**src/verilog/blc_cfg.svh**
```systemverilog
`ifndef BLC_CFG_SVH
`define BLC_CFG_SVH

// ==========================================
// clock and cycle conversion
`define BLC_CLK_MHZ       125
`define BLC_NS_UP(ns)     (((ns) * `BLC_CLK_MHZ + 999) / 1000)

// ==========================================
// array timings in ns
`define BLC_RCD_NS        18
`define BLC_RP_NS         18
`define BLC_RFCPB_NS      90
`define BLC_RFCAB_NS      130
`define BLC_RRD_NS        10
`define BLC_FAW_NS        50
`define BLC_XP_NS         8
`define BLC_XSR_NS        140
`define BLC_INIT_NS       10000

// ==========================================
// timer width in bits and counts in cycles
`define BLC_TW            12
`define BLC_RCD_CYC       (`BLC_NS_UP(`BLC_RCD_NS))
`define BLC_RP_CYC        (`BLC_NS_UP(`BLC_RP_NS))
`define BLC_RFCPB_CYC     (`BLC_NS_UP(`BLC_RFCPB_NS))
`define BLC_RFCAB_CYC     (`BLC_NS_UP(`BLC_RFCAB_NS))
`define BLC_RRD_CYC       (`BLC_NS_UP(`BLC_RRD_NS))
`define BLC_FAW_CYC       (`BLC_NS_UP(`BLC_FAW_NS))
`define BLC_XP_CYC        (`BLC_NS_UP(`BLC_XP_NS))
`define BLC_XSR_CYC       (`BLC_NS_UP(`BLC_XSR_NS))
`define BLC_INIT_CYC      (`BLC_NS_UP(`BLC_INIT_NS))
`define BLC_MRR_CYC       4
`define BLC_MRW_CYC       10
`define BLC_BURST_CYC     4

// ==========================================
// register map, byte addresses
`define BLC_REG_CTRL      5'h00
`define BLC_REG_STATUS    5'h04
`define BLC_REG_BANKS     5'h08
`define BLC_REG_DATA      5'h0C
`define BLC_CTRL_RST      1'h1
`define BLC_ST_ERR        0
`define BLC_ST_GATED      1
`define BLC_ST_RESETTING  2
`define BLC_ST_ALLIDLE    3
`define BLC_ST_SREF       4
`define BLC_ST_CODE_LO    8
`define BLC_BANKS         8

`endif

```
**src/verilog/blc_pkg.sv**
```systemverilog
package blc_pkg;

    typedef enum logic [3:0] {
        BLC_NOP, BLC_ACT, BLC_RD, BLC_WR, BLC_PRE, BLC_REF_PB,
        BLC_REF_AB, BLC_MRW, BLC_MRR, BLC_SRE
    } blc_code_t;

    typedef enum logic [3:0] {
        BLC_POWER_ON, BLC_RESETTING, BLC_IDLE, BLC_ACTIVATING,
        BLC_ACTIVE, BLC_READING, BLC_WRITING, BLC_RD_AP, BLC_WR_AP,
        BLC_PRECHARGING, BLC_REFRESHING, BLC_MR_READING, BLC_MR_WRITING
    } blc_state_t;

    typedef struct packed {
        logic      valid;
        blc_code_t code;
        logic [2:0] bank;
        logic      all_bank_select;
        logic      auto_pre;
        logic      mr_reset;
    } blc_cmd_t;

    typedef struct packed {
        logic        valid;
        logic [31:0] data;
        logic [3:0]  write_byte_mask;
    } blc_wdata_t;

endpackage

```
**src/verilog/blc_bank_command_legality.sv**
```systemverilog
// Contract
// - no-op leaves every bank state unchanged
// - idle other bank never restricts target
// - check with clock enable held, exit elapsed; self refresh entry checked as clock enable drops
// - idle only after precharge time elapsed
// - active after row-to-column delay, nothing pending
// - non-auto-precharge bursts enter reading or writing
// - config write runs uninterrupted, then idle
// - reads and writes allow either precharge option
// - config read allowed while activating or precharging
// - after config read, bank resumes earlier timing
// - reset from power-on or all idle enters resetting
// - auto-precharge bank does not block other banks
// - config read in resetting returns to resetting
// - masked-low bytes stored, masked-high bytes ignored
// - all-bank precharge closes every bank, ignores address
`timescale 1ns/1ns
`include "blc_cfg.svh"

module blc_bank_command_legality (
    // clock and reset
    input  wire logic               CLK,
    input  wire logic               RST,
    // command from the controller
    input  wire logic               CKE,
    input  wire blc_pkg::blc_cmd_t  CMD,
    input  wire blc_pkg::blc_wdata_t WDATA,
    // command outcome
    output logic                    CMD_ACCEPT,
    output logic                    CMD_ILLEGAL,
    output logic [7:0]              BANK_IDLE,
    output logic [31:0]             STORED_DATA,
    // avalon-mm slave
    input  wire logic [4:0]         AVS_ADDRESS,
    input  wire logic               AVS_READ,
    input  wire logic               AVS_WRITE,
    input  wire logic [31:0]        AVS_WRITEDATA,
    input  wire logic [3:0]         AVS_BYTEENABLE,
    output logic [31:0]             AVS_READDATA,
    output logic                    AVS_WAITREQUEST
);

    // ==========================================
    // helpers
    function automatic logic is_open(input blc_pkg::blc_state_t s);
        is_open = (s == blc_pkg::BLC_ACTIVE) ||
                  (s == blc_pkg::BLC_READING) ||
                  (s == blc_pkg::BLC_WRITING);
    endfunction

    function automatic logic is_dev_wide(input blc_pkg::blc_code_t c);
        is_dev_wide = (c == blc_pkg::BLC_REF_AB) ||
                      (c == blc_pkg::BLC_MRW);
    endfunction

    // ==========================================
    // state
    blc_pkg::blc_state_t      st  [`BLC_BANKS];
    blc_pkg::blc_state_t      ret [`BLC_BANKS];
    logic [`BLC_TW-1:0]       tm  [`BLC_BANKS];
    logic [`BLC_TW-1:0]       mtm [`BLC_BANKS];
    logic [`BLC_TW-1:0]       faw [4];
    logic [1:0]               faw_ptr;
    logic [`BLC_TW-1:0]       rrd;
    logic [`BLC_TW-1:0]       xt;
    logic                     cke_prev;
    logic                     sref;
    logic                     err;
    logic [3:0]               err_code;
    logic                     chk_en;
    logic [31:0]              data;
    logic                     ack;
    logic [7:0]               idle_v;
    logic [7:0]               pre_ok_v;
    logic [7:0]               pwr_v;
    logic [7:0]               rst_v;

    // ==========================================
    // command qualification
    wire cke_held   = cke_prev & CKE;
    wire cmd_live   = CMD.valid & cke_held & (xt == '0);
    wire is_nop     = CMD.code == blc_pkg::BLC_NOP;
    wire is_reset   = (CMD.code == blc_pkg::BLC_MRW) & CMD.mr_reset;
    wire all_idle   = &idle_v;
    wire all_pre_ok = &pre_ok_v;
    wire all_pwr    = &pwr_v;
    wire blc_pkg::blc_state_t tgt = st[CMD.bank];
    wire tgt_bd     = tm[CMD.bank] == '0;
    wire act_gap_ok = (rrd == '0) & (faw[faw_ptr] == '0);

    wire l_act = (tgt == blc_pkg::BLC_IDLE) & act_gap_ok;
    wire l_rd  = (tgt == blc_pkg::BLC_ACTIVE) |
                 (tgt == blc_pkg::BLC_READING) |
                 ((tgt == blc_pkg::BLC_WRITING) & tgt_bd);
    wire l_wr  = (tgt == blc_pkg::BLC_ACTIVE) |
                 (tgt == blc_pkg::BLC_WRITING) |
                 ((tgt == blc_pkg::BLC_READING) & tgt_bd);
    wire l_pre = CMD.all_bank_select ? all_pre_ok
                                     : pre_ok_v[CMD.bank];
    wire l_mrr = (tgt == blc_pkg::BLC_IDLE) |
                 (tgt == blc_pkg::BLC_ACTIVE) |
                 (tgt == blc_pkg::BLC_ACTIVATING) |
                 (tgt == blc_pkg::BLC_PRECHARGING) |
                 (tgt == blc_pkg::BLC_RESETTING);
    wire l_rst = all_pwr | all_idle;

    logic legal;
    always_comb
    begin
        case (CMD.code)
            blc_pkg::BLC_NOP:    legal = 1'b1;
            blc_pkg::BLC_ACT:    legal = l_act;
            blc_pkg::BLC_RD:     legal = l_rd;
            blc_pkg::BLC_WR:     legal = l_wr;
            blc_pkg::BLC_PRE:    legal = l_pre;
            blc_pkg::BLC_REF_PB: legal = tgt == blc_pkg::BLC_IDLE;
            blc_pkg::BLC_REF_AB: legal = all_idle;
            blc_pkg::BLC_MRW:    legal = is_reset ? l_rst : all_idle;
            blc_pkg::BLC_MRR:    legal = l_mrr;
            blc_pkg::BLC_SRE:    legal = 1'b0;
            default:             legal = 1'b0;
        endcase
    end

    // self refresh entry is taken on the edge where clock enable drops
    wire sre_acc = CMD.valid & (CMD.code == blc_pkg::BLC_SRE) &
                   cke_prev & ~CKE & all_idle & (xt == '0);
    wire acc     = cmd_live & ~is_nop & legal;
    wire bad     = (cmd_live & ~is_nop & ~legal) |
                   (CMD.valid & cke_held & ~is_nop & (xt != '0));
    wire act_acc = acc & (CMD.code == blc_pkg::BLC_ACT);

    assign CMD_ACCEPT  = acc | sre_acc;
    assign CMD_ILLEGAL = bad;
    assign BANK_IDLE   = idle_v;

    // ==========================================
    // per-bank state machines
    genvar b;
    generate
        for (b = 0; b < `BLC_BANKS; b = b + 1)
        begin : g_bank
            blc_pkg::blc_state_t next_st;
            blc_pkg::blc_state_t next_ret;
            logic [`BLC_TW-1:0]  next_tm;
            logic [`BLC_TW-1:0]  next_mtm;
            wire mine = acc & ((CMD.bank == 3'(b)) | is_dev_wide(CMD.code) |
                        ((CMD.code == blc_pkg::BLC_PRE) &
                         CMD.all_bank_select));

            assign idle_v[b]   = st[b] == blc_pkg::BLC_IDLE;
            assign pwr_v[b]    = st[b] == blc_pkg::BLC_POWER_ON;
            assign rst_v[b]    = st[b] == blc_pkg::BLC_RESETTING;
            assign pre_ok_v[b] = idle_v[b] | (is_open(st[b]) &
                                 (tm[b] == '0));

            always_comb
            begin
                next_st  = st[b];
                next_ret = ret[b];
                next_tm  = (tm[b] != '0) ? tm[b] - 1'b1 : tm[b];
                next_mtm = (mtm[b] != '0) ? mtm[b] - 1'b1 : mtm[b];
                case (st[b])
                    blc_pkg::BLC_ACTIVATING:
                        if (tm[b] == '0) next_st = blc_pkg::BLC_ACTIVE;
                    blc_pkg::BLC_PRECHARGING, blc_pkg::BLC_RD_AP,
                    blc_pkg::BLC_WR_AP, blc_pkg::BLC_REFRESHING,
                    blc_pkg::BLC_MR_WRITING, blc_pkg::BLC_RESETTING:
                        if (tm[b] == '0) next_st = blc_pkg::BLC_IDLE;
                    blc_pkg::BLC_MR_READING:
                        if (mtm[b] == '0) next_st = ret[b];
                    default:
                        next_st = st[b];
                endcase
                if (mine)
                begin
                    case (CMD.code)
                        blc_pkg::BLC_ACT:
                        begin
                            next_st = blc_pkg::BLC_ACTIVATING;
                            next_tm = `BLC_TW'(`BLC_RCD_CYC);
                        end
                        blc_pkg::BLC_RD, blc_pkg::BLC_WR:
                        begin
                            if (CMD.auto_pre)
                            begin
                                next_st = (CMD.code == blc_pkg::BLC_RD) ?
                                    blc_pkg::BLC_RD_AP : blc_pkg::BLC_WR_AP;
                                next_tm = `BLC_TW'(`BLC_BURST_CYC +
                                                   `BLC_RP_CYC);
                            end
                            else
                            begin
                                next_st = (CMD.code == blc_pkg::BLC_RD) ?
                                    blc_pkg::BLC_READING :
                                    blc_pkg::BLC_WRITING;
                                next_tm = `BLC_TW'(`BLC_BURST_CYC);
                            end
                        end
                        blc_pkg::BLC_PRE:
                        begin
                            next_st = blc_pkg::BLC_PRECHARGING;
                            next_tm = `BLC_TW'(`BLC_RP_CYC);
                        end
                        blc_pkg::BLC_REF_PB, blc_pkg::BLC_REF_AB:
                        begin
                            next_st = blc_pkg::BLC_REFRESHING;
                            next_tm = (CMD.code == blc_pkg::BLC_REF_PB) ?
                                `BLC_TW'(`BLC_RFCPB_CYC) :
                                `BLC_TW'(`BLC_RFCAB_CYC);
                        end
                        blc_pkg::BLC_MRW:
                        begin
                            next_st = CMD.mr_reset ? blc_pkg::BLC_RESETTING
                                : blc_pkg::BLC_MR_WRITING;
                            next_tm = CMD.mr_reset ?
                                `BLC_TW'(`BLC_INIT_CYC) :
                                `BLC_TW'(`BLC_MRW_CYC);
                        end
                        blc_pkg::BLC_MRR:
                        begin
                            next_st  = blc_pkg::BLC_MR_READING;
                            next_ret = st[b];
                            next_mtm = `BLC_TW'(`BLC_MRR_CYC);
                        end
                        default:
                            next_st = st[b];
                    endcase
                end
            end

            always_ff @(posedge CLK)
            begin
                if (RST)
                begin
                    st[b]  <= blc_pkg::BLC_POWER_ON;
                    ret[b] <= blc_pkg::BLC_POWER_ON;
                    tm[b]  <= '0;
                    mtm[b] <= '0;
                end
                else
                begin
                    st[b]  <= next_st;
                    ret[b] <= next_ret;
                    tm[b]  <= next_tm;
                    mtm[b] <= next_mtm;
                end
            end
        end

        // four-activate window slots, one ring entry per activate
        for (b = 0; b < 4; b = b + 1)
        begin : g_faw
            always_ff @(posedge CLK)
            begin
                if (RST)
                    faw[b] <= '0;
                else if (act_acc && faw_ptr == 2'(b))
                    faw[b] <= `BLC_TW'(`BLC_FAW_CYC);
                else if (faw[b] != '0)
                    faw[b] <= faw[b] - 1'b1;
            end
        end

        // masked write bytes
        for (b = 0; b < 4; b = b + 1)
        begin : g_mask
            always_ff @(posedge CLK)
            begin
                if (RST)
                    data[8*b +: 8] <= 8'h00;
                else if (WDATA.valid && !WDATA.write_byte_mask[b])
                    data[8*b +: 8] <= WDATA.data[8*b +: 8];
            end
        end
    endgenerate

    // ==========================================
    // activate gap, power-down exit, self refresh
    wire cke_rise = ~cke_prev & CKE;

    always_ff @(posedge CLK)
    begin
        if (RST)
        begin
            cke_prev <= 1'b0;
            sref     <= 1'b0;
            xt       <= '0;
            rrd      <= '0;
            faw_ptr  <= 2'h0;
        end
        else
        begin
            cke_prev <= CKE;
            if (sre_acc)
                sref <= 1'b1;
            else if (cke_rise)
                sref <= 1'b0;
            if (cke_rise)
                xt <= sref ? `BLC_TW'(`BLC_XSR_CYC)
                           : `BLC_TW'(`BLC_XP_CYC);
            else if (xt != '0)
                xt <= xt - 1'b1;
            if (act_acc)
            begin
                rrd     <= `BLC_TW'(`BLC_RRD_CYC);
                faw_ptr <= faw_ptr + 2'h1;
            end
            else if (rrd != '0)
                rrd <= rrd - 1'b1;
        end
    end

    // ==========================================
    // avalon-mm registers
    wire req     = AVS_READ | AVS_WRITE;
    wire wr_take = AVS_WRITE & ack;
    wire clr_err = wr_take & (AVS_ADDRESS == `BLC_REG_STATUS) &
                   AVS_BYTEENABLE[0] & AVS_WRITEDATA[`BLC_ST_ERR];

    logic [31:0] banks_word;
    logic [31:0] status_word;
    logic [31:0] rd_mux;
    always_comb
    begin
        for (int i = 0; i < `BLC_BANKS; i++)
            banks_word[4*i +: 4] = st[i];
        status_word = 32'h0000_0000;
        status_word[`BLC_ST_ERR]       = err;
        status_word[`BLC_ST_GATED]     = ~cke_held | (xt != '0);
        status_word[`BLC_ST_RESETTING] = |rst_v;
        status_word[`BLC_ST_ALLIDLE]   = all_idle;
        status_word[`BLC_ST_SREF]      = sref;
        status_word[`BLC_ST_CODE_LO +: 4] = err_code;
        case (AVS_ADDRESS)
            `BLC_REG_CTRL:   rd_mux = {31'h0000_0000, chk_en};
            `BLC_REG_STATUS: rd_mux = status_word;
            `BLC_REG_BANKS:  rd_mux = banks_word;
            `BLC_REG_DATA:   rd_mux = data;
            default:         rd_mux = 32'h0000_0000;
        endcase
    end

    assign AVS_WAITREQUEST = req & ~ack;
    assign STORED_DATA     = data;

    always_ff @(posedge CLK)
    begin
        if (RST)
        begin
            ack          <= 1'b0;
            AVS_READDATA <= 32'h0000_0000;
            chk_en       <= `BLC_CTRL_RST;
            err          <= 1'b0;
            err_code     <= 4'h0;
        end
        else
        begin
            ack <= req & ~ack;
            if (AVS_READ && !ack)
                AVS_READDATA <= rd_mux;
            if (wr_take && AVS_ADDRESS == `BLC_REG_CTRL && AVS_BYTEENABLE[0])
                chk_en <= AVS_WRITEDATA[0];
            if (bad && chk_en)
            begin
                err      <= 1'b1;
                err_code <= CMD.code;
            end
            else if (clr_err)
                err <= 1'b0;
        end
    end

endmodule // blc_bank_command_legality

```
**config.mk**
```make
export PLATFORM = sky130hd
export DESIGN_NAME = blc_bank_command_legality
export DESIGN_NICKNAME = d
export VERILOG_FILES = /design/src/verilog/blc_pkg.sv /design/src/verilog/blc_bank_command_legality.sv
export VERILOG_INCLUDE_DIRS = /design/src /design/src/verilog
export SDC_FILE = /design/constraint.sdc
export NUM_CORES = 1
export LEC_CHECK = 0
export BUFFER_PORTS_ARGS = -buffer_cell sky130_fd_sc_hd__clkbuf_2
export CAP_MARGIN = 20
export CORE_MARGIN = 8
export CORE_UTILIZATION = 55
export DETAILED_ROUTE_END_ITERATION = 10
export GPL_TIMING_DRIVEN = 0
export PLACE_DENSITY = 0.81
export SYNTH_ARGS = -nofsm -noshare
export SYNTH_HDL_FRONTEND = slang
export SYNTH_SLANG_ARGS = --single-unit
export TNS_END_PERCENT = 1
```
**constraint.sdc**
```tcl
create_clock -name CLK -period 6.3 [get_ports CLK]
set_clock_uncertainty 0.2 [all_clocks]
set_input_delay 0.945 -clock CLK [delete_from_list [all_inputs] [get_ports CLK]]
set_output_delay 0.945 -clock CLK [all_outputs]
set_load 0.05 [all_outputs]
```
Word level (Yosys, flattened, before mapping)
Memory sizes are Yosys's and may differ from the RTL's. A register that Yosys moved wholly into a read port is not among the register bits.
Cells that the tools add are included.

word-level totals
  memory bits (writable) = 304
  memories kept = 5
  input port bits = 94
  bits in registers = 99

memory list
  memory  depth  width  read ports  clocked after Yosys merged registers in  wr ports  RTL line                         source
  mtm     8      12     8           0                                        8         blc_bank_command_legality.sv:61  logic [`BLC_TW-1:0] mtm [`BLC_BANKS];
  tm      8      12     9           0                                        8         blc_bank_command_legality.sv:60  logic [`BLC_TW-1:0] tm [`BLC_BANKS];
  faw     4      12     5           1                                        4         blc_bank_command_legality.sv:62  logic [`BLC_TW-1:0] faw [4];
  ret     8      4      8           0                                        8         blc_bank_command_legality.sv:59  blc_pkg::blc_state_t ret [`BLC_BANKS];
  st      8      4      9           0                                        8         blc_bank_command_legality.sv:58  blc_pkg::blc_state_t st [`BLC_BANKS];

operators by class
  equality and inequality tests = 125
  reductions and logical operators = 108
  $add $sub $neg = 23
  mux-type cells = 207
  bitwise gates (word level) = 125
  $lt $le $gt $ge = 1

operator list
  kind                                                                   number
  12-bit 2-to-1 mux                                                      66
  12-bit case mux with 4 select lines                                    8
  4-bit 2-to-1 mux                                                       67
  12-bit nonzero test                                                    22
  12-bit by 1-bit subtractor with 12-bit output, second input constant   22
  12-bit zero test                                                       20
  4-bit case mux with 6 select lines                                     8
  4-bit equality test, second input constant                             43
  4-bit by 3-bit equality test with 1-bit output, second input constant  39
  32-bit case mux with 4 select lines                                    1
  4-bit case mux with 3 select lines                                     8
  4-bit by 2-bit equality test with 1-bit output, second input constant  20
  1-bit OR                                                               77
  6-bit OR reduction                                                     8
  1-bit AND                                                              42
  4-bit by 1-bit equality test with 1-bit output, second input constant  10
  1-bit 2-to-1 mux                                                       38
  4-bit zero test                                                        9
  8-bit AND reduction                                                    3
  1-bit logical OR                                                       17
  3-bit equality test, second input constant                             4
  1-bit logical AND                                                      12
  2-bit 2-to-1 mux                                                       6
  11-bit 2-to-1 mux                                                      1
  other kinds (19)                                                       38

Logic depth before layout (Yosys ltp)
Gate-level depths: netlist of run 1.
An unclocked memory read counts as a cell.

  word-level depth = 18
  depth in mapped cells = 16
  depth with buffers taken out = 11

Worst setup path before layout of run 1
No wires, ideal clock.

  path type = register to register
  start = mem st[4][3] in the netlist's numbering
  end = mem faw[0][0] in the netlist's numbering (enable)
  path buffers = 3
  library setup time = 0.425 ns
  period minus slack after synthesis = 6.028 ns
  stages on the path, launching flop included = 11
  setup slack = 0.272 ns
  arrival = 5.403 ns
  path through = dfxtp_1 -> clkbuf_1 -> nor4b_1 -> a211oi_1 -> a2111oi_0 -> nor4b_1 -> o32ai_2 -> o21ai_2 -> buf_6 -> buf_6 -> o311ai_0

RTL lines
  element      RTL line
  from (decl)  blc_bank_command_legality.sv:58
  to (decl)    blc_bank_command_legality.sv:62

Worst setup path after layout of run 1
  start = in CMD[4] in the netlist's numbering
  end = out CMD_ILLEGAL

between the ends
  longest elaborated chain between the ends = 10
  elaborated cells between the ends (all ways) = 28

RTL lines
  element                                                                                                                  RTL line                          source
  from (decl)                                                                                                              blc_bank_command_legality.sv:26   input wire blc_pkg::blc_cmd_t CMD,
  memory 8 x 4 bit                                                                                                         n/a
  4-bit by 2-bit equality test with 1-bit output / 4-bit by 3-bit equality test with 1-bit output (equally long branches)  n/a
  1-bit OR                                                                                                                 blc_bank_command_legality.sv:100  wire l_mrr = (tgt == blc_pkg::BLC_IDLE) |
  1-bit OR                                                                                                                 blc_bank_command_legality.sv:101  (tgt == blc_pkg::BLC_ACTIVE) |
  1-bit OR                                                                                                                 blc_bank_command_legality.sv:102  (tgt == blc_pkg::BLC_ACTIVATING) |
  1-bit OR                                                                                                                 blc_bank_command_legality.sv:103  (tgt == blc_pkg::BLC_PRECHARGING) |
  1-bit case mux with 9 select lines (*)                                                                                   blc_bank_command_legality.sv:110  case (CMD.code)
  1-bit inverter (*)                                                                                                       blc_bank_command_legality.sv:129  wire bad = (cmd_live & ~is_nop & ~legal) |
  1-bit AND (*)                                                                                                            blc_bank_command_legality.sv:129
  1-bit OR (*)                                                                                                             blc_bank_command_legality.sv:129
  to (decl)                                                                                                                blc_bank_command_legality.sv:30   output logic CMD_ILLEGAL,

Every way passes the cells marked *; elsewhere a longest branch is shown, timed or not. The select of a mux whose other input is x is not followed.

==> results of run 1 <==
-- worst min path at each step --
stage / from / endpoint / slack, ns / cells after the start
final: ret[0][8]$_SDFFE_PP0P_ / ret[0][8]$_SDFFE_PP0P_ / 0.26 / 2
after global routing: ret[0][4]$_SDFFE_PP0P_ / ret[0][4]$_SDFFE_PP0P_ / 0.28 / 2
after CTS: ret[0][8]$_SDFFE_PP0P_ / ret[0][8]$_SDFFE_PP0P_ / 0.25 / 2
after detailed placement: ret[0][8]$_SDFFE_PP0P_ / ret[0][8]$_SDFFE_PP0P_ / 0.25 / 2
after global placement: ret[1][5]$_SDFFE_PP0P_ / ret[1][5]$_SDFFE_PP0P_ / 0.24 / 2
after floorplan: ret[0][13]$_SDFFE_PP0P_ / ret[0][13]$_SDFFE_PP0P_ / 0.23 / 2
-- layer usage --
metal / wire (microns) / vias up
met4: 4421 / 0
li1: - / 9818
met3: 6271 / 276
met5: 0 / -
met2: 34220 / 1059
met1: 28560 / 10170
-- final cells by class --
class	count	area share
well taps	525	0.02640
multi-input cells	1939	0.5043
clock buffers	72	0.05466
inverters	81	0.01222
flip-flops and latches	405	0.3451
diodes	2	0.0002011
clock inverters	9	0.002615
repair buffers	137	0.02781
plain buffers	157	0.02670
-- kinds of logic after synthesis --
| group | share of synthesized area |
|---|---|
| flip-flops | 0.3892 |
| AND/OR/NAND/NOR | 0.2686 |
| AO/OA/AOI/OAI | 0.1386 |
| XOR/XNOR | 0.07660 |
| multiplexers | 0.05766 |
| buffers and inverters | 0.04383 |
| adder cells (fa/ha/maj) | 0.02551 |
-- sequential cells by signal, indices dropped and copies added (netlist names), 12 cells and up, named ones only --
signal / flops
ret: 32
AVS_READDATA: 32
mtm: 96
STORED_DATA: 32
xt: 12
rrd: 12
st: 32
tm: 96
faw: 48
-- layout by cell type, fill, tap and decap left out, types with 15 or more instances in the layout --
master                      synthesis  layout
sky130_fd_sc_hd__o31ai_1           31      31
sky130_fd_sc_hd__clkbuf_2           1     134
sky130_fd_sc_hd__nor2b_1           24      24
sky130_fd_sc_hd__nand2_1          230     230
sky130_fd_sc_hd__a211oi_1          33      33
sky130_fd_sc_hd__and3_1            17      17
sky130_fd_sc_hd__nor2_1           219     218
sky130_fd_sc_hd__a21oi_1           92      92
sky130_fd_sc_hd__a22oi_1           19      19
sky130_fd_sc_hd__xor2_1            63      63
sky130_fd_sc_hd__o21a_1            16      16
sky130_fd_sc_hd__o21ai_0          106     106
sky130_fd_sc_hd__nand2b_1          36      36
sky130_fd_sc_hd__nor4_1           108     108
sky130_fd_sc_hd__ha_1              45      45
sky130_fd_sc_hd__mux2i_1          108     108
sky130_fd_sc_hd__clkbuf_16          0      44
sky130_fd_sc_hd__nand4_1           19      19
sky130_fd_sc_hd__clkbuf_8           0      15
sky130_fd_sc_hd__nor3_1           230     230
sky130_fd_sc_hd__xnor2_1          130     130
sky130_fd_sc_hd__dfxtp_1          357     357
sky130_fd_sc_hd__or3_1             43      43
sky130_fd_sc_hd__o22ai_1           16      16
sky130_fd_sc_hd__or4_1             36      36
sky130_fd_sc_hd__a221oi_1          33      33
sky130_fd_sc_hd__clkbuf_1         128     139
sky130_fd_sc_hd__edfxtp_1          48      48
sky130_fd_sc_hd__nand3_1           50      50
sky130_fd_sc_hd__inv_1             80      80
-- per-stage QoR --
stage / hold WS, ns / utilization / cell area (sq um) / setup TNS [ns]
final: 0.2600 / 0.6277 / 24880 / 0
after global routing: 0.2765 / 0.6277 / 24880 / 0
after CTS: 0.2537 / 0.6271 / 24860 / 0
after detailed placement: 0.2457 / 0.5911 / 23430 / -0.1249
after global placement: 0.2380 / 0.5900 / 23390 / -7.134
after floorplan: 0.2296 / - / 22070 / 0
-- power breakdown --
group,internal [mW],switching (mW),total (mW)
clock,1.48,1.07,2.55
sequential,3.30,0.612,3.91
combinational,1.94,2.70,4.64
-- worst min-delay path, cell delays in order (launching register included) --
cell                      delay [ns]
sky130_fd_sc_hd__dfxtp_1        0.31
sky130_fd_sc_hd__nand2_1        0.05
sky130_fd_sc_hd__mux2i_1        0.05
==> summary.md, run 1 <==
The share of the synthesized area in the top cell type came out at 0.3238. The slowest stage of the critical path is the sky130_fd_sc_hd__nor2_2 cell. The first global-routing pass estimated 112.7 mm of wire.

The tools report the via count of the first global-routing pass as 20440. The worst register-to-register path has a depth of 11. The minimum clock period was 6.240 ns; the reported leakage power was 9.200 nW. Entering global routing, the biggest net connects 14 pins. Fill cells in the final layout number 3382.

The logs give 0 for the total count of max-transition violations in the final report and -0.1249 ns for the worst setup slack after placement. Before antenna repair, the detailed router went through 6 iterations. The arrival time reported for the critical path endpoint was 5.10 ns; the starting density of the core was 0.5567. At the pin with the least slew margin, the transition time is 1.315 ns. In this run the critical register-to-register path is launched from tm[7][1]$_SDFF_PP0_.

The cell that appears most often on the critical path is sky130_fd_sc_hd__buf_2. The number of nets handed over by synthesis was 2721. The tools report the number of top-level pins as 169.

Power spread over the standard cell area amounts to 446.3 nW/um^2. The final count of hold timing violations came out at 0. The run gives 54.22 mm as the detailed-placement wirelength estimate. Setup violations remaining at the end of the flow were counted as 0.

The global routing usage on met3 is 0.05599, and the TritonCTS sink count is 405. Worst setup slack for register-to-register paths: 1.33 ns. Type of the tightest min-delay check: reg -> reg. Buffers inserted during clock tree synthesis total 44. Ranked by instance count, the synthesized netlist is headed by 357 x sky130_fd_sc_hd__dfxtp_1, 230 x sky130_fd_sc_hd__nand2_1, 230 x sky130_fd_sc_hd__nor3_1. Measured along the x axis, the die boundary spans 216.3 microns. The biggest fanout along the worst timing path was 10. Excluding fillers, the count of instances in the completed layout stands at 3327. The height of the chip is 216.3 microns. The share of flip-flops with an asynchronous set or reset after synthesis is 0, and the area occupied by registers is 8588 sq um.

The run gives 0 as the max-capacitance violation count. The end of the worst register-to-register path is faw[3][3]$_SDFFCE_PN0P_. TritonCTS built the clock tree. The total design power is 11.11 mW, and the number of I/O port buffers is 132. The congestion estimate from routability-driven global placement came to 1.017. The tools report the fraction of met2 tracks used by global routing as 0.4936. For this run, the post-layout net count is 2904. The tools report the endpoint of the most critical setup path as CMD_ILLEGAL. The quantity of gates resized following cts was 1; the count of flip-flops with a built-in enable after synthesis was 48. The largest buffer count on any clock path was 3; the setup fix buffers added after clock tree synthesis was 0. Across the VDD grid, the largest voltage drop is 0.3014 mV. The number of buffer and inverter stages on the critical path works out to 6.

For the routed via count, the log shows 21320. The flow ran to the end, and the final reports show no timing, DRC or antenna violations. In the final layout, the multi-input gates occupy 12550 sq um. After layout, the worst setup slack is 0.05992 ns. The average instance in the mapped netlist occupies 8.547 sq um. The number of instances in the synthesized netlist was 2582.

The signal on the critical path passes through buf_2 > buf_2 > buf_2 > buf_2 > nor4_1 > a221oi_1 > o2bb2ai_1 > a221oi_1 > o32ai_4 > nor2_2 > clkbuf_2 > and2_1 > clkbuf_2. The logs give 2 for the initial antenna violation count and 3243 for the count of placed standard cells including taps. In this run the clock root is driven by a sky130_fd_sc_hd__clkbuf_16. The final period utilization was 0.9905; the count of different cell masters after synthesis was 90. STA classifies the critical path startpoint as an input pin. Data on the critical path is required at its endpoint by 5.15 ns.

The prevailing post-synth register cell was sky130_fd_sc_hd__dfxtp_1. The global-route track usage on met1 is 0.3623, and the clock transition at the registers of the reported paths is 0.06 ns. Sorting the synthesized cells by area gives the leading types as sky130_fd_sc_hd__dfxtp_1 32%, sky130_fd_sc_hd__edfxtp_1 6.5%, sky130_fd_sc_hd__nor3_1 5.2%. Remaining global-route overflow: 0. The start-to-end type of the worst setup path was in -> out. Relative slew slack: 0.1234. The floorplan step defined a core boundary enclosing 39640 sq um. Once detail routing completed, the nets flagged for antenna violations numbered 0. The tools report the critical path capture point type as a primary output. Yosys printed 0 warnings. The most numerous cell in the Yosys netlist is sky130_fd_sc_hd__dfxtp_1. The largest stage delay on the critical path is 0.51 ns.

The clock reaches the later pin of the worst-skew pair after 0.58 ns. The detailed-route vias per instance was 6.409. For the total wire length, the log shows 73.48 mm. Counting buffers and inverters, the worst setup path is 13 cells deep. The initialized floorplan defines 73 standard-cell rows.

After the first detailed-routing iteration, the DRC count stood at 2287. The average wire per standard cell is 22.09 microns. Counting flops and latches in the post-synthesis netlist gives 405. The tools report the portion of the post-synthesis area used by sequential elements as 0.3892. The cell family contributing the most delay on the critical path is buffers and inverters. Total standard cell area after synthesis: 22070 sq um. Setup repair after global routing left no endpoint under its margin. The clock tree synthesis step divided the H-tree into 2 levels. In this run the worst setup path begins at CMD[4].

The largest total area in the synthesized netlist belongs to sky130_fd_sc_hd__dfxtp_1. The share of final-layout standard cells stronger than drive strength 1 is 0.1068. The run gives 0 as the hold buffer count at cts.

Total global-route track usage: 0.2997. The logs give 0 for the DRC violation count after routing and 160.3 MHz for the highest clock frequency the design can meet. The floorplan step defined a die boundary enclosing 46790 sq um. The area growth from synthesis to final layout came out at 12.76%.

The global-route layer with the greatest usage was met2.
Note: power is estimated with default switching activity, not from simulation.
==> inputs of run 2 (changes only) <==
--- a/config.mk
+++ b/config.mk
@@ -6,13 +6,13 @@
 export SDC_FILE = /design/constraint.sdc
 export NUM_CORES = 1
 export LEC_CHECK = 0
-export BUFFER_PORTS_ARGS = -buffer_cell sky130_fd_sc_hd__clkbuf_2
 export CAP_MARGIN = 20
 export CORE_MARGIN = 8
 export CORE_UTILIZATION = 55
 export DETAILED_ROUTE_END_ITERATION = 10
+export DONT_BUFFER_PORTS = 1
 export GPL_TIMING_DRIVEN = 0
-export PLACE_DENSITY = 0.81
+export PLACE_DENSITY = 0.77
 export SYNTH_ARGS = -nofsm -noshare
 export SYNTH_HDL_FRONTEND = slang
 export SYNTH_SLANG_ARGS = --single-unit
==> constraint.sdc (replaced) <==
create_clock -name CLK -period 7.1 [get_ports CLK]
set_clock_uncertainty 0.2 [all_clocks]
set_input_delay 1.065 -clock CLK [delete_from_list [all_inputs] [get_ports CLK]]
set_output_delay 1.065 -clock CLK [all_outputs]
set_load 0.05 [all_outputs]
==> summary.md, run 2 (synthesis results as in run 1) <==
The flow ran to the end, and the final reports show no timing, DRC or antenna violations. Number of buffers created by CTS: 45 (+2.3%). The horizontal extent of the die was 216.3 microns (unchanged); the final period utilization was 0.9676.

The library cell used most frequently in the layout, excluding fill and tap cells, is sky130_fd_sc_hd__dfxtp_1. The final-layout setup total negative slack was 0 ns (unchanged); the detailed-placement wirelength estimate was 53.27 mm (-1.8%). The die outline area is 46790 sq um (unchanged), and the required time of the critical path is 5.83 ns (+0.68 ns). The worst setup slack for register-to-register paths is 1.86 ns (+0.53 ns), and the relative slew slack is 0.1934 (+0.07004). Worst-skew pair later-pin latency: 0.59 ns (about the same). The final weighted congestion in routability-driven placement is 1.006 (-1.2%), and the number of setup violations in the final report is 0 (unchanged).

The worst setup path is of the in -> out kind. The pin slew with the least headroom to its limit was 1.210 ns (-0.1051 ns). Via count of the first global-routing pass: 19850 (-2.9%). The share of final-layout standard cells stronger than drive strength 1 is 0.06477 (-0.04202). The setup fix buffers added after clock tree synthesis is 0 (unchanged). The run gives 0 (unchanged) as the total count of max-transition violations in the final report. Area of the core: 39640 sq um (unchanged). The detailed-route vias per instance is 6.470 (+0.95%), and the average wire per standard cell is 22.51 microns (+1.9%). The critical path capture point type was a primary output.

The largest registers in the layout are mtm (96), tm (96), faw (48). The number of DRC markers after the initial detailed-route iteration came out at 2246 (-1.8%). The global-route wire length before repair is 110.4 mm (-2.1%), and the count of TritonRoute iterations in the first routing pass is 6 (unchanged). The power density of the placed cells was 405.0 nW/um^2 (-9.3%); the residual antenna-violating net count after detailed routing was 0 (unchanged). The number of I/O port buffers works out to 0 (-100%).

The number of placement rows came out at 73 (unchanged). The biggest fanout along the worst timing path is 10 (unchanged), and the total global-route track usage is 0.2931 (-0.006659). Net count reported at finish: 2775 (-4.4%).

The logs give 3 (unchanged) for the largest buffer count on any clock path and 0.2792 mV (-7.4%) for the worst IR drop on VDD. Max-capacitance violation count: 0 (unchanged). For the total design power, the log shows 9.830 mW (-11%). The count of placed standard cells including taps is 3113 (-4.0%), and the DRC violation count after routing is 0 (unchanged).

The logs give 0 (unchanged) for the final count of hold timing violations and 14 (unchanged) for the maximum number of pins on one net before global-route repair. The clock transition at the registers of the reported paths was 0.06 ns (about the same); the area growth from synthesis to final layout was 9.984%. The number of antenna repair diodes was 0 (-2); the quantity of gates resized following cts was 0 (-1).

Total wire length: 71.94 mm (-2.1%). In the layout the commonest cells are 357 x sky130_fd_sc_hd__dfxtp_1, 230 x sky130_fd_sc_hd__nand2_1, 226 x sky130_fd_sc_hd__nor3_1, 219 x sky130_fd_sc_hd__nor2_1, 139 x sky130_fd_sc_hd__clkbuf_1. The starting density of the core came out at 0.5567 (unchanged). The hold buffer count at cts was 0 (unchanged).

Timing would allow up to 145.6 MHz. TritonCTS built the clock tree. Subtracting the final worst setup slack from the clock period gives 6.870 ns.

Setup repair after global routing left no endpoint under its margin. Type of the tightest min-delay check: reg -> reg. Count of H-tree levels built during CTS: 2 (unchanged). Height of the chip: 216.3 microns (unchanged). The arrival time reported for the critical path endpoint came out at 5.60 ns (+0.50 ns).

The initial antenna violation count came out at 2 (unchanged). The number of top-level pins was 169 (unchanged). The tools report the TritonCTS sink count as 405 (unchanged). The run gives 20680 (-3.0%) as the routed via count. The reported leakage power is 8.668 nW (-5.8%). The logs give 3196 (-3.9%) for the final instance count without filler cells and 0 (unchanged) for the remaining global-route overflow.

Cell chosen for the clock root: sky130_fd_sc_hd__clkbuf_16. The worst setup path is launched from an input pin.
-- run 2: layout make-up --
cell class / count / area, sq um
Inverter: 81 / 304.0
Tap cell: 525 / 656.9
Timing Repair Buffer: 7 / 50.05
Buffer: 157 / 663.1
Clock inverter: 17 / 128.9
Multi-Input combinational cell: 1939 / 12570
Sequential cell: 405 / 8588
Fill cell: 3424 / 15370
Clock buffer: 65 / 1314
-- run 2: power breakdown --
part	switching [mW]	internal, mW
registers	0.602	2.93
logic	2.31	1.70
clock network	0.967	1.32
total	3.88	5.95
-- run 2: routing by layer --
metal	routed length, microns	vias up	GRT usage	part of all wire
met5	27	-	0	0.00038
met4	4037	4	0.1546	0.056
li1	-	9544	-	-
met1	28550	9934	0.3538	0.40
met2	32980	944	0.4802	0.46
met3	6340	251	0.07019	0.088
-- run 2: worst max-delay path: stages --
cell,delay [ns]
sky130_fd_sc_hd__buf_2,0.30
sky130_fd_sc_hd__buf_2,0.36
sky130_fd_sc_hd__buf_2,0.35
sky130_fd_sc_hd__buf_2,0.32
sky130_fd_sc_hd__nor4_1,0.09
sky130_fd_sc_hd__a221oi_1,0.45
sky130_fd_sc_hd__o2bb2ai_1,0.23
sky130_fd_sc_hd__a221oi_1,0.34
sky130_fd_sc_hd__o32ai_2,0.25
sky130_fd_sc_hd__nor2_1,0.70
sky130_fd_sc_hd__clkbuf_1,0.52
sky130_fd_sc_hd__and2_1,0.61
-- run 2: through the flow --
| stage | utilization | hold WS, ns | instance area (sq um) | setup slack, ns |
|---|---|---|---|---|
| final | 0.6123 | 0.2517 | 24270 | 0.2302 |
| after global routing | 0.6123 | 0.2743 | 24270 | 0.1152 |
| after CTS | 0.6122 | 0.2556 | 24270 | 0.3763 |
| after detailed placement | 0.5758 | 0.2478 | 22820 | 0.3959 |
| after global placement | 0.5733 | 0.2407 | 22730 | -0.9505 |
| after floorplan | - | 0.2296 | 22070 | 1.072 |
-- run 2: worst paths after layout --
path | start | endpoint | cells past startpoint
worst min register to register | ret[0][11]$_SDFFE_PP0P_ | ret[0][11]$_SDFFE_PP0P_ | 2
worst max register to register | tm[0][8]$_SDFF_PP0_ | st[6][1]$_SDFFE_PP0P_ | 11
worst min-delay path | ret[0][11]$_SDFFE_PP0P_ | ret[0][11]$_SDFFE_PP0P_ | 2
worst max-delay path | CMD[4] | CMD_ILLEGAL | 12
